==> src/inc/lpms_defs.vh <==
/*
  Constants for the low power mode sequencer: register offsets, field
  positions, reset values, states and settling counts.
  Assumes inclusion by bare name from the design, checker and bench files.
*/
`ifndef LPMS_DEFS_VH
`define LPMS_DEFS_VH

// Register byte offsets on the APB slave
`define LPMS_OFS_STANDBY_SELECT_CTRL 12'h000
`define LPMS_OFS_SETTLE 12'h004
`define LPMS_OFS_DEEP_FLAGS 12'h008
`define LPMS_OFS_EDGE_SEL 12'h00C
`define LPMS_OFS_STATUS 12'h010

// Standby control fields
`define LPMS_BIT_STANDBY 7
`define LPMS_BIT_DEEP 6
`define LPMS_CLKMODE_HI 1
`define LPMS_CLKMODE_LO 0

// Deep wake flag fields
`define LPMS_BIT_PIN_HOLD 15
`define LPMS_BIT_MANUAL_RESET_PIN_FLAG 9
`define LPMS_BIT_NMI_FLAG 8

// Edge select fields: nmi at 16, pin sense pairs in 15:0
`define LPMS_BIT_NMI_EDGE 16

// Reset values
`define LPMS_RST_SETTLE 3'h0
`define LPMS_RST_FLAGS 16'h0000

// Settling count multiplier
`define LPMS_SETTLE_TICKS 8'hFF

// Settle select fields and prescaler terminal counts (ratio minus one)
`define LPMS_SETTLE_SEL_HI 2
`define LPMS_SETTLE_SEL_LO 0
`define LPMS_DEEP_SEL_HI 6
`define LPMS_DEEP_SEL_LO 4
`define LPMS_DIV_TOP_0 14'h0000
`define LPMS_DIV_TOP_1 14'h003F
`define LPMS_DIV_TOP_2 14'h007F
`define LPMS_DIV_TOP_3 14'h00FF
`define LPMS_DIV_TOP_4 14'h01FF
`define LPMS_DIV_TOP_5 14'h03FF
`define LPMS_DIV_TOP_6 14'h0FFF
`define LPMS_DIV_TOP_7 14'h3FFF

// Sequencer states
`define LPMS_ST_RUN 3'h0
`define LPMS_ST_SLEEP 3'h1
`define LPMS_ST_STANDBY_SELECT 3'h2
`define LPMS_ST_STANDBY_SELECT_SETTLE 3'h3
`define LPMS_ST_DEEP 3'h4
`define LPMS_ST_DEEP_SETTLE 3'h5
`define LPMS_ST_RESET_HOLD 3'h6

// Exit causes reported to the core
`define LPMS_EXIT_NONE 3'h0
`define LPMS_EXIT_IRQ 3'h1
`define LPMS_EXIT_BUSERR 3'h2
`define LPMS_EXIT_NMI 3'h3
`define LPMS_EXIT_PIN 3'h4
`define LPMS_EXIT_POR 3'h5
`define LPMS_EXIT_MANUAL_RESET_PIN 3'h6

`endif

==> src/hw/lpms_sequencer.v <==
/*
  Low power mode sequencer: picks sleep, clocked-off standby or deep
  standby when the core retires its sleep instruction, gates the chip
  clock, counts the settling period and reports the exit cause.
  Assumes one 50 MHz clock, synchronous inputs, and an APB master.
*/
// Register access over APB and the placing of the registers were chosen for this implementation.
`timescale 1ns/100ps
`include "lpms_defs.vh"

module lpms_sequencer #(
  parameter NPINS = 8,
  parameter DEEP_PIN_MASK = 8'hF0
)(
  // Clock and reset
  input wire I_REF_CLK,
  input wire I_RST,
  // APB slave
  input wire I_PSEL,
  input wire I_PENABLE,
  input wire I_PWRITE,
  input wire [11:0] I_PADDR,
  input wire [31:0] I_PWDATA,
  output reg [31:0] O_PRDATA,
  output reg O_PREADY,
  output reg O_PSLVERR,
  // Core side
  input wire I_SLEEP_RETIRE,
  input wire I_IRQ_ACCEPT,
  input wire I_BUS_ERROR,
  input wire [3:0] I_CPU_MASK_LEVEL,
  input wire [NPINS*4-1:0] I_PIN_PRIO,
  // Pins, synchronous, active low resets
  input wire I_NMI_PIN,
  input wire [NPINS-1:0] I_IRQ_PINS,
  input wire I_POR_N,
  input wire I_MANUAL_RESET_PIN_N,
  // Outputs to the chip
  output reg O_CPU_HALT,
  output reg O_CHIP_CLK_EN,
  output reg O_EXT_CLK_EN,
  output reg O_PERIPH_INIT,
  output reg O_POWER_OFF,
  output reg O_PIN_HOLD,
  output reg O_DMA_ABORT,
  output reg O_POR_HOLD,
  output reg O_MANUAL_RESET_PIN_HOLD,
  output reg [2:0] O_EXIT_CAUSE,
  output reg O_EXIT_PULSE
);

  // Committed control and configuration registers
  reg standby_r;
  reg deep_r;
  reg [1:0] clk_mode_r;
  reg [2:0] settle_sel_r;
  reg [2:0] deep_settle_sel_r;
  reg [15:0] flags_r;
  reg [15:0] flags_seen_r;
  reg [NPINS*2-1:0] pin_sense_r;
  reg nmi_edge_r;
  reg [2:0] state_r;
  reg [2:0] state_nxt;
  reg nmi_d_r;
  reg [NPINS-1:0] pins_d_r;
  reg [13:0] div_cnt_r;
  reg [7:0] tick_cnt_r;
  reg [2:0] pend_cause_r;
  reg por_seen_r;

  wire apb_wr = I_PSEL & I_PENABLE & I_PWRITE;
  wire apb_rd = I_PSEL & I_PENABLE & ~I_PWRITE;
  wire addr_ok = (I_PADDR == `LPMS_OFS_STANDBY_SELECT_CTRL) | (I_PADDR == `LPMS_OFS_SETTLE) |
                 (I_PADDR == `LPMS_OFS_DEEP_FLAGS) | (I_PADDR == `LPMS_OFS_EDGE_SEL) |
                 (I_PADDR == `LPMS_OFS_STATUS);

  // Edge detection on the wake pins, polarity from the edge select
  wire nmi_edge = nmi_edge_r ? (I_NMI_PIN & ~nmi_d_r) : (~I_NMI_PIN & nmi_d_r);
  reg [NPINS-1:0] pin_edge;
  reg [NPINS-1:0] pin_ok;
  integer k;
  always @*
  begin
    pin_edge = {NPINS{1'b0}};
    pin_ok = {NPINS{1'b0}};
    for (k = 0; k < NPINS; k = k + 1)
    begin
      // Sense 01 falling, 10 rising, 11 both, 00 level (no wake edge)
      pin_edge[k] = (pin_sense_r[2*k] & ~I_IRQ_PINS[k] & pins_d_r[k]) |
                    (pin_sense_r[2*k+1] & I_IRQ_PINS[k] & ~pins_d_r[k]);
      pin_ok[k] = pin_edge[k] & (I_PIN_PRIO[4*k +: 4] > I_CPU_MASK_LEVEL);
    end
  end
  wire any_pin = |pin_ok;
  wire deep_pin = |(pin_edge & DEEP_PIN_MASK[NPINS-1:0]);
  wire por_low = ~I_POR_N;
  wire manual_reset_pin_low = ~I_MANUAL_RESET_PIN_N;

  // Divider select to prescale terminal count, 1 up to 1/16384
  reg [13:0] div_top;
  reg [2:0] sel_now;
  always @*
  begin
    sel_now = (state_r == `LPMS_ST_DEEP_SETTLE) ? deep_settle_sel_r : settle_sel_r;
    case (sel_now)
      3'h0: div_top = `LPMS_DIV_TOP_0;
      3'h1: div_top = `LPMS_DIV_TOP_1;
      3'h2: div_top = `LPMS_DIV_TOP_2;
      3'h3: div_top = `LPMS_DIV_TOP_3;
      3'h4: div_top = `LPMS_DIV_TOP_4;
      3'h5: div_top = `LPMS_DIV_TOP_5;
      3'h6: div_top = `LPMS_DIV_TOP_6;
      default: div_top = `LPMS_DIV_TOP_7;
    endcase
  end
  wire settling = (state_r == `LPMS_ST_STANDBY_SELECT_SETTLE) | (state_r == `LPMS_ST_DEEP_SETTLE);
  wire div_tick = (div_cnt_r == div_top);
  wire overflow = settling & div_tick & (tick_cnt_r == `LPMS_SETTLE_TICKS - 8'h01);

  // Next state of the sequencer
  always @*
  begin
    state_nxt = state_r;
    case (state_r)
      `LPMS_ST_RUN:
      begin
        if (I_SLEEP_RETIRE)
        begin
          if (!standby_r)
            state_nxt = `LPMS_ST_SLEEP;
          else if (deep_r)
            state_nxt = `LPMS_ST_DEEP;
          else
            state_nxt = `LPMS_ST_STANDBY_SELECT;
        end
      end
      `LPMS_ST_SLEEP:
      begin
        if (por_low | manual_reset_pin_low)
          state_nxt = `LPMS_ST_RESET_HOLD;
        else if (I_IRQ_ACCEPT | I_BUS_ERROR)
          state_nxt = `LPMS_ST_RUN;
      end
      `LPMS_ST_STANDBY_SELECT:
      begin
        if (por_low | manual_reset_pin_low)
          state_nxt = `LPMS_ST_RESET_HOLD;
        else if (nmi_edge | any_pin)
          state_nxt = `LPMS_ST_STANDBY_SELECT_SETTLE;
      end
      `LPMS_ST_DEEP:
      begin
        if (por_low | manual_reset_pin_low)
          state_nxt = `LPMS_ST_RESET_HOLD;
        else if (nmi_edge | deep_pin)
          state_nxt = `LPMS_ST_DEEP_SETTLE;
      end
      `LPMS_ST_STANDBY_SELECT_SETTLE, `LPMS_ST_DEEP_SETTLE:
      begin
        if (por_low | manual_reset_pin_low)
          state_nxt = `LPMS_ST_RESET_HOLD;
        else if (overflow)
          state_nxt = `LPMS_ST_RUN;
      end
      `LPMS_ST_RESET_HOLD:
      begin
        // Exception processing starts once the pins return high
        if (!por_low && !manual_reset_pin_low)
          state_nxt = `LPMS_ST_RUN;
      end
      default: state_nxt = `LPMS_ST_RUN;
    endcase
  end

  // Exit cause for the leaving transition
  reg [2:0] cause_nxt;
  always @*
  begin
    cause_nxt = `LPMS_EXIT_NONE;
    if (state_r == `LPMS_ST_SLEEP && state_nxt == `LPMS_ST_RUN)
      cause_nxt = I_BUS_ERROR ? `LPMS_EXIT_BUSERR : `LPMS_EXIT_IRQ;
    else if (state_r == `LPMS_ST_STANDBY_SELECT_SETTLE && state_nxt == `LPMS_ST_RUN)
      cause_nxt = pend_cause_r;
    else if (state_r == `LPMS_ST_DEEP_SETTLE && state_nxt == `LPMS_ST_RUN)
      cause_nxt = `LPMS_EXIT_POR;
    else if (state_r == `LPMS_ST_RESET_HOLD && state_nxt == `LPMS_ST_RUN)
      cause_nxt = por_seen_r ? `LPMS_EXIT_POR : `LPMS_EXIT_MANUAL_RESET_PIN;
  end

  // Sequencer, counters and wake bookkeeping
  always @(posedge I_REF_CLK)
  begin
    if (I_RST)
    begin
      state_r <= `LPMS_ST_RUN;
      // Track the pins during reset so no false edge follows it
      nmi_d_r <= I_NMI_PIN;
      pins_d_r <= I_IRQ_PINS;
      div_cnt_r <= 14'h0000;
      tick_cnt_r <= 8'h00;
      pend_cause_r <= `LPMS_EXIT_NONE;
      por_seen_r <= 1'b0;
      O_EXIT_CAUSE <= `LPMS_EXIT_NONE;
      O_EXIT_PULSE <= 1'b0;
    end
    else
    begin
      state_r <= state_nxt;
      nmi_d_r <= I_NMI_PIN;
      pins_d_r <= I_IRQ_PINS;
      O_EXIT_CAUSE <= cause_nxt;
      O_EXIT_PULSE <= (cause_nxt != `LPMS_EXIT_NONE);
      if (state_nxt == `LPMS_ST_RESET_HOLD && state_r != `LPMS_ST_RESET_HOLD)
        por_seen_r <= por_low;
      else if (state_r == `LPMS_ST_RESET_HOLD && por_low)
        por_seen_r <= 1'b1;
      if (state_r == `LPMS_ST_STANDBY_SELECT && state_nxt == `LPMS_ST_STANDBY_SELECT_SETTLE)
        pend_cause_r <= nmi_edge ? `LPMS_EXIT_NMI : `LPMS_EXIT_PIN;
      if (!settling || overflow)
      begin
        div_cnt_r <= 14'h0000;
        tick_cnt_r <= 8'h00;
      end
      else if (div_tick)
      begin
        div_cnt_r <= 14'h0000;
        tick_cnt_r <= tick_cnt_r + 8'h01;
      end
      else
        div_cnt_r <= div_cnt_r + 14'h0001;
    end
  end

  // APB registers; deep flags clear by zero only after reading one
  wire wr_ctrl = apb_wr & (I_PADDR == `LPMS_OFS_STANDBY_SELECT_CTRL);
  wire wr_flags = apb_wr & (I_PADDR == `LPMS_OFS_DEEP_FLAGS);
  wire rd_flags = apb_rd & (I_PADDR == `LPMS_OFS_DEEP_FLAGS);
  wire deep_wake = (state_r == `LPMS_ST_DEEP) & (state_nxt != `LPMS_ST_DEEP);
  reg [15:0] flag_set;
  always @*
  begin
    flag_set = 16'h0000;
    flag_set[`LPMS_BIT_PIN_HOLD] = (state_r == `LPMS_ST_RUN) & (state_nxt == `LPMS_ST_DEEP);
    flag_set[`LPMS_BIT_MANUAL_RESET_PIN_FLAG] = deep_wake & manual_reset_pin_low;
    flag_set[`LPMS_BIT_NMI_FLAG] = deep_wake & nmi_edge & ~manual_reset_pin_low;
    flag_set[NPINS-1:0] = (deep_wake & ~manual_reset_pin_low) ? (pin_edge & DEEP_PIN_MASK[NPINS-1:0]) : {NPINS{1'b0}};
  end
  wire [15:0] flag_clr = wr_flags ? (flags_seen_r & ~I_PWDATA[15:0]) : 16'h0000;

  always @(posedge I_REF_CLK)
  begin
    if (I_RST)
    begin
      standby_r <= 1'b0;
      deep_r <= 1'b0;
      clk_mode_r <= 2'h0;
      settle_sel_r <= `LPMS_RST_SETTLE;
      deep_settle_sel_r <= `LPMS_RST_SETTLE;
      pin_sense_r <= {NPINS*2{1'b0}};
      nmi_edge_r <= 1'b0;
      flags_r <= `LPMS_RST_FLAGS;
      flags_seen_r <= `LPMS_RST_FLAGS;
      O_PRDATA <= 32'h00000000;
      O_PREADY <= 1'b0;
      O_PSLVERR <= 1'b0;
    end
    else
    begin
      // Ready one cycle into the access phase; writes land at the completing edge
      O_PREADY <= I_PSEL & I_PENABLE & ~O_PREADY;
      O_PSLVERR <= I_PSEL & I_PENABLE & ~O_PREADY & ~addr_ok;
      if (wr_ctrl && O_PREADY)
      begin
        standby_r <= I_PWDATA[`LPMS_BIT_STANDBY];
        deep_r <= I_PWDATA[`LPMS_BIT_DEEP];
        clk_mode_r <= I_PWDATA[`LPMS_CLKMODE_HI:`LPMS_CLKMODE_LO];
      end
      if (apb_wr && O_PREADY && I_PADDR == `LPMS_OFS_SETTLE)
      begin
        settle_sel_r <= I_PWDATA[`LPMS_SETTLE_SEL_HI:`LPMS_SETTLE_SEL_LO];
        deep_settle_sel_r <= I_PWDATA[`LPMS_DEEP_SEL_HI:`LPMS_DEEP_SEL_LO];
      end
      if (apb_wr && O_PREADY && I_PADDR == `LPMS_OFS_EDGE_SEL)
      begin
        pin_sense_r <= I_PWDATA[NPINS*2-1:0];
        nmi_edge_r <= I_PWDATA[`LPMS_BIT_NMI_EDGE];
      end
      flags_r <= (flags_r & ~(O_PREADY ? flag_clr : 16'h0000)) | flag_set;
      if (rd_flags && !O_PREADY)
        flags_seen_r <= flags_r;
      else if (wr_flags && O_PREADY)
        flags_seen_r <= 16'h0000;
      O_PRDATA <= 32'h00000000;
      if (apb_rd && !O_PREADY)
        case (I_PADDR)
          `LPMS_OFS_STANDBY_SELECT_CTRL: O_PRDATA <= {24'h000000, standby_r, deep_r, 4'h0, clk_mode_r};
          `LPMS_OFS_SETTLE: O_PRDATA <= {25'h0000000, deep_settle_sel_r, 1'b0, settle_sel_r};
          `LPMS_OFS_DEEP_FLAGS: O_PRDATA <= {16'h0000, flags_r};
          `LPMS_OFS_EDGE_SEL: O_PRDATA <= {15'h0000, nmi_edge_r, pin_sense_r};
          `LPMS_OFS_STATUS: O_PRDATA <= {29'h00000000, state_r};
          default: O_PRDATA <= 32'h00000000;
        endcase
    end
  end

  // Registered chip controls; clock modes 0 and 2 stop the external clock
  wire ext_stop_mode = (clk_mode_r == 2'h0) | (clk_mode_r == 2'h2);
  always @(posedge I_REF_CLK)
  begin
    if (I_RST)
    begin
      O_CPU_HALT <= 1'b0;
      O_CHIP_CLK_EN <= 1'b1;
      O_EXT_CLK_EN <= 1'b1;
      O_PERIPH_INIT <= 1'b0;
      O_POWER_OFF <= 1'b0;
      O_PIN_HOLD <= 1'b0;
      O_DMA_ABORT <= 1'b0;
      O_POR_HOLD <= 1'b0;
      O_MANUAL_RESET_PIN_HOLD <= 1'b0;
    end
    else
    begin
      O_CPU_HALT <= (state_nxt != `LPMS_ST_RUN);
      // chip clock only while running or sleeping
      O_CHIP_CLK_EN <= (state_nxt == `LPMS_ST_RUN) | (state_nxt == `LPMS_ST_SLEEP);
      O_EXT_CLK_EN <= ~(((state_nxt == `LPMS_ST_STANDBY_SELECT) | (state_nxt == `LPMS_ST_STANDBY_SELECT_SETTLE)) & ext_stop_mode) &
                      (state_nxt != `LPMS_ST_DEEP) & (state_nxt != `LPMS_ST_DEEP_SETTLE);
      O_PERIPH_INIT <= (state_r == `LPMS_ST_RUN) & (state_nxt == `LPMS_ST_STANDBY_SELECT);
      O_POWER_OFF <= (state_nxt == `LPMS_ST_DEEP) | (state_nxt == `LPMS_ST_DEEP_SETTLE);
      O_PIN_HOLD <= flags_r[`LPMS_BIT_PIN_HOLD];
      O_DMA_ABORT <= (state_r == `LPMS_ST_RUN) & I_SLEEP_RETIRE & standby_r;
      O_POR_HOLD <= (state_nxt == `LPMS_ST_RESET_HOLD) & por_low;
      O_MANUAL_RESET_PIN_HOLD <= (state_nxt == `LPMS_ST_RESET_HOLD) & manual_reset_pin_low & ~por_low;
    end
  end

endmodule

==> config.mk <==
export PLATFORM = sky130hd
export DESIGN_NAME = lpms_sequencer
export DESIGN_NICKNAME = d
export VERILOG_FILES = /design/src/hw/lpms_sequencer.v
export VERILOG_INCLUDE_DIRS = /design/src /design/src/inc
export SDC_FILE = /design/constraint.sdc
export NUM_CORES = 1
export LEC_CHECK = 0
export ABC_AREA = 1
export BUFFER_PORTS_ARGS = -buffer_cell sky130_fd_sc_hd__clkbuf_2
export CAP_MARGIN = 20
export CELL_PAD_IN_SITES_DETAIL_PLACEMENT = 1
export CELL_PAD_IN_SITES_GLOBAL_PLACEMENT = 2
export CORE_ASPECT_RATIO = 0.5
export CORE_UTILIZATION = 27
export CTS_CLUSTER_DIAMETER = 120
export DETAILED_ROUTE_END_ITERATION = 16
export HOLD_SLACK_MARGIN = 0.1
export PLACE_DENSITY_LB_ADDON = 0.1
export SYNTH_ARGS = -nofsm -noshare
export SYNTH_HDL_FRONTEND = slang
export SYNTH_SLANG_ARGS = --single-unit
export TNS_END_PERCENT = 1
==> constraint.sdc <==
create_clock -name I_REF_CLK -period 1.9 [get_ports I_REF_CLK]
set_input_delay 0.19 -clock I_REF_CLK [delete_from_list [all_inputs] [get_ports I_REF_CLK]]
set_output_delay 0.19 -clock I_REF_CLK [all_outputs]
set_load 0.03 [all_outputs]
==> results by group <==
Detailed routing
  – DR WL/cell: 15.1 um
  – DRC viols: 0
  – DR pass1 iterations: 4
  – Initial DRC count: 220
  – WL final: 22.8 mm
  – Vias per std cell: 4.50
  – ANT nets after route: 0
  – Via count: 6,803

Status
  – Status: complete, but fails checks
  – Violated checks: negative setup slack

Die
  – I/O pins: 146
  – FP Rows: 39
  – Placeable Area: 0.0232 mm2
  – Starting Density: 0.280
  – Die X: 222 um
  – Die Y-Extent: 112 um
  – Die Area: 0.0248 mm2

Power and ir drop
  – Clock share of power: 0.381
  – PD cells: 926 mW/mm2
  – Peak supply drop: 492 uV
  – Int Pwr: 0.00612 W
  – Total net switching power: 0.00283 W
  – Leak: 4.56 nW
  – Sw frac: 0.316
  – Reg power frac: 0.323
  – Comb power frac: 0.296
  – Tot Pwr: 0.00895 W

Global route
  – First-pass GRT wire length: 36.8 mm
  – GR Overflow Total: 0
  – Vias in the first global route: 7,190
  – Total GRT Usage: 0.192
  – Initial antenna violation count: 0
  – Largest net degree at the start of global routing: 49

Synthesis
  – Asr flop ratio synth: 0
  – Post-Syn Instances: 903
  – Yosys reg bits: 128
  – Post-synth top area cell: dfxtp_1
  – Mapped Area: 0.00651 mm2
  – Most common flop cell mapped by yosys: dfxtp_1
  – Synth Area in Compound Gates: 0.138
  – Adder-Cell Fraction of Synth Area: 0.0672
  – Post-synthesis simple-gate area fraction: 0.275
  – Yosys Warn Count: 0
  – Largest family of logic cells by synthesized area: simple AND/OR/NAND/NOR gates
  – EDFF count, synth: 0
  – Seq/Total Area, Yosys: 0.393
  – Synth top area share: 0.393
  – Post-synth top cells: nand2_1, inv_1, dfxtp_1
  – Mux contribution to synthesized area: 0
  – Distinct cells, synth: 44
  – Mean Syn Cell Area: 7.21 um2
  – Post-synthesis xor/xnor area fraction: 0.00807
  – Synth area leaders: dfxtp_1, nand2_1, inv_1, ha_1, nor2_1
  – Top-count cell post-synth: nand2_1

Layout
  – Multi-input combinational cell area: 0.00346 mm2
  – Nets: 1,327
  – Sequential cell area: 0.00257 mm2
  – Share of cells above drive strength 1: 0.313
  – Inserted Diodes: 0
  – Synth-to-layout area growth: 48.3%
  – Fillers: 2,893

Timing
  – Clk_skew: 0.00972 ns
  – Final setup margin: -0.484 ns
  – Hold Vio Cnt, Final: 0
  – Final Setup Violations: 42
  – Slew Viols, Final: 0
  – Fmax: 419 MHz
  – Clock period minus worst slack: 2.38 ns
  – Unrepaired setup endpoints after global routing: yes
  – Final Cycle Share: 1.25

Clock network
  – Clock Tree Buf Depth: 2
  – Worst skew pair latency: 0.44 ns
  – Root Driver: clkbuf_16
  – Htree depth: 4
  – Clk slew on worst S/H paths: 0.06 ns
  – Clock sinks: 128
  – CTS Buf Count: 17
  – CTS tree: done

Worst setup path
  – CP max stage delay: 0.34 ns
  – Worst path bufs/invs: 4
  – Critical path, cell by cell: inv_2 > buf_6 > nand4_1 > nand2_2 > nand2_4 > nand2_1 > nand2_1 > nor2_1 > nand2_2 > nor2_4 > nand3_4 > nand2_2 > nand2_2 > buf_6 > nor2_4 > buf_4 > nand4_1 > nand3_1 > nand2_1 > nand3_1
  – Crit-path leading delay family: simple AND/OR/NAND/NOR gates
  – Most Frequent Cell on Critical Path: nand2_2
  – CP Capture Type: flop
  – Critical path fanouts, max: 7
  – Critical path launch point type: flop
  – Crit path DAT: 2.76 ns
  – Critical-path top delay cell: dfxtp_2
  – Setup CP Type: reg2reg
  – CP Data Required Time: 2.28 ns

Place
  – DP Wirelength: 17.4 mm
  – Post-Place Setup Slack: -0.870 ns
  – RD Place Congestion: 0.790
  – Input/output buffers: 115

Worst hold path
  – HP Class: in2reg

Job
  – Max Cap Viol: 0
metal layers:
layer | vias up | share of wire | routed length (um) | GRT usage
met1 | 3216 | 0.49 | 11200 | 0.245
li1 | 3485 | - | - | -
met4 | 0 | 0.013 | 292 | 0.0588
met3 | 22 | 0.033 | 751 | 0.0465
met2 | 80 | 0.46 | 10500 | 0.321
met5 | - | 0 | 0 | 0
logic make-up (layout without fill, tap and decap cells):
family	after synthesis	count (layout)
AND/OR/NAND/NOR	405	405
other	1	15
XOR/XNOR	6	6
AO/OA/AOI/OAI	142	142
buffers and inverters	186	474
adder cells (fa/ha/maj)	35	35
flip-flops	128	128
stage by stage:
stage	cells	TNS [ns]	utilization	hold WS [ns]	area, um2
floorplan	917	-1.38	-	0.218	6580
global placement	1444	-20.99	0.364	0.314	8450
detailed placement	1444	-24.55	0.364	0.316	8450
CTS	1509	-15.79	0.406	0.112	9430
global route	1512	-19.60	0.416	0.136	9660
finish	1512	-12.61	0.416	0.140	9660
power groups by stage:
stage	clock network [W]	logic (W)	registers [W]
after floorplan	0	0.00105	0.00303
after global placement	0	0.00223	0.00293
after detailed placement	0	0.00226	0.00293
after CTS	0.00351	0.00242	0.00288
after global routing	0.00363	0.00289	0.00290
final	0.00341	0.00265	0.00289
flip-flops by register name (all words and copies together) (netlist names), 3 cells and up:
register           count
O_EXIT_CAUSE           3
O_PRDATA              17
deep_settle_sel_r      3
div_cnt_r             14
flags_r               16
flags_seen_r          16
pin_sense_r           16
pins_d_r               8
settle_sel_r           3
state_r                3
tick_cnt_r             8
cell type report:
class	instances	share of cell area
clock buffers	21	0.0477
clock inverters	10	0.0141
well taps	307	0.0398
repair buffers	293	0.216
flip-flops and latches	128	0.266
inverters	150	0.0592
multi-input cells	603	0.358
repair_timing:
item	in CTS	in global routing
pin swaps	14	23
setup endpoints to repair	43	44
gates cloned	0	0
setup buffers	5	3
gates resized for setup	15	50
hold endpoints to repair	43	0
hold buffers	29	0
worst reg2reg max path, delay by kind of cell, from the launching register on:
kind / cells / cell delay, ns
buffers and inverters: 4 / 0.50
flip-flops: 1 / 0.34
AND/OR/NAND/NOR: 16 / 1.49
worst paths after layout:
| kind | from | endpoint | slack (ns) | cells after the start |
|---|---|---|---|---|
| max | state_r[1] | O_EXIT_PULSE | -0.48 | 20 |
| min | I_PWDATA[6] | pin_sense_r[6] | 0.14 | 3 |
| max reg2reg | state_r[1] | O_EXIT_PULSE | -0.48 | 20 |
| min reg2reg | clk_mode_r[1] | clk_mode_r[1] | 0.46 | 2 |
placed cells by master (no fill, tap or decap), types with 6 or more instances in the layout:
cell	count
dfxtp_1	125
clkbuf_16	17
a211oi_1	15
nand2_4	6
o31ai_1	11
buf_4	137
dlygate4sd3_1	29
buf_12	6
nor3_2	7
ha_1	35
conb_1	15
nand2_2	20
inv_2	11
a221oi_1	7
o21ai_0	24
clkbuf_2	115
a21oi_1	48
nor2_1	103
nand3_1	40
nor2_4	6
inv_1	136
buf_6	6
nand2_1	161
nor3_1	16
nand4_1	17
Power figures use the tool's default switching activity.
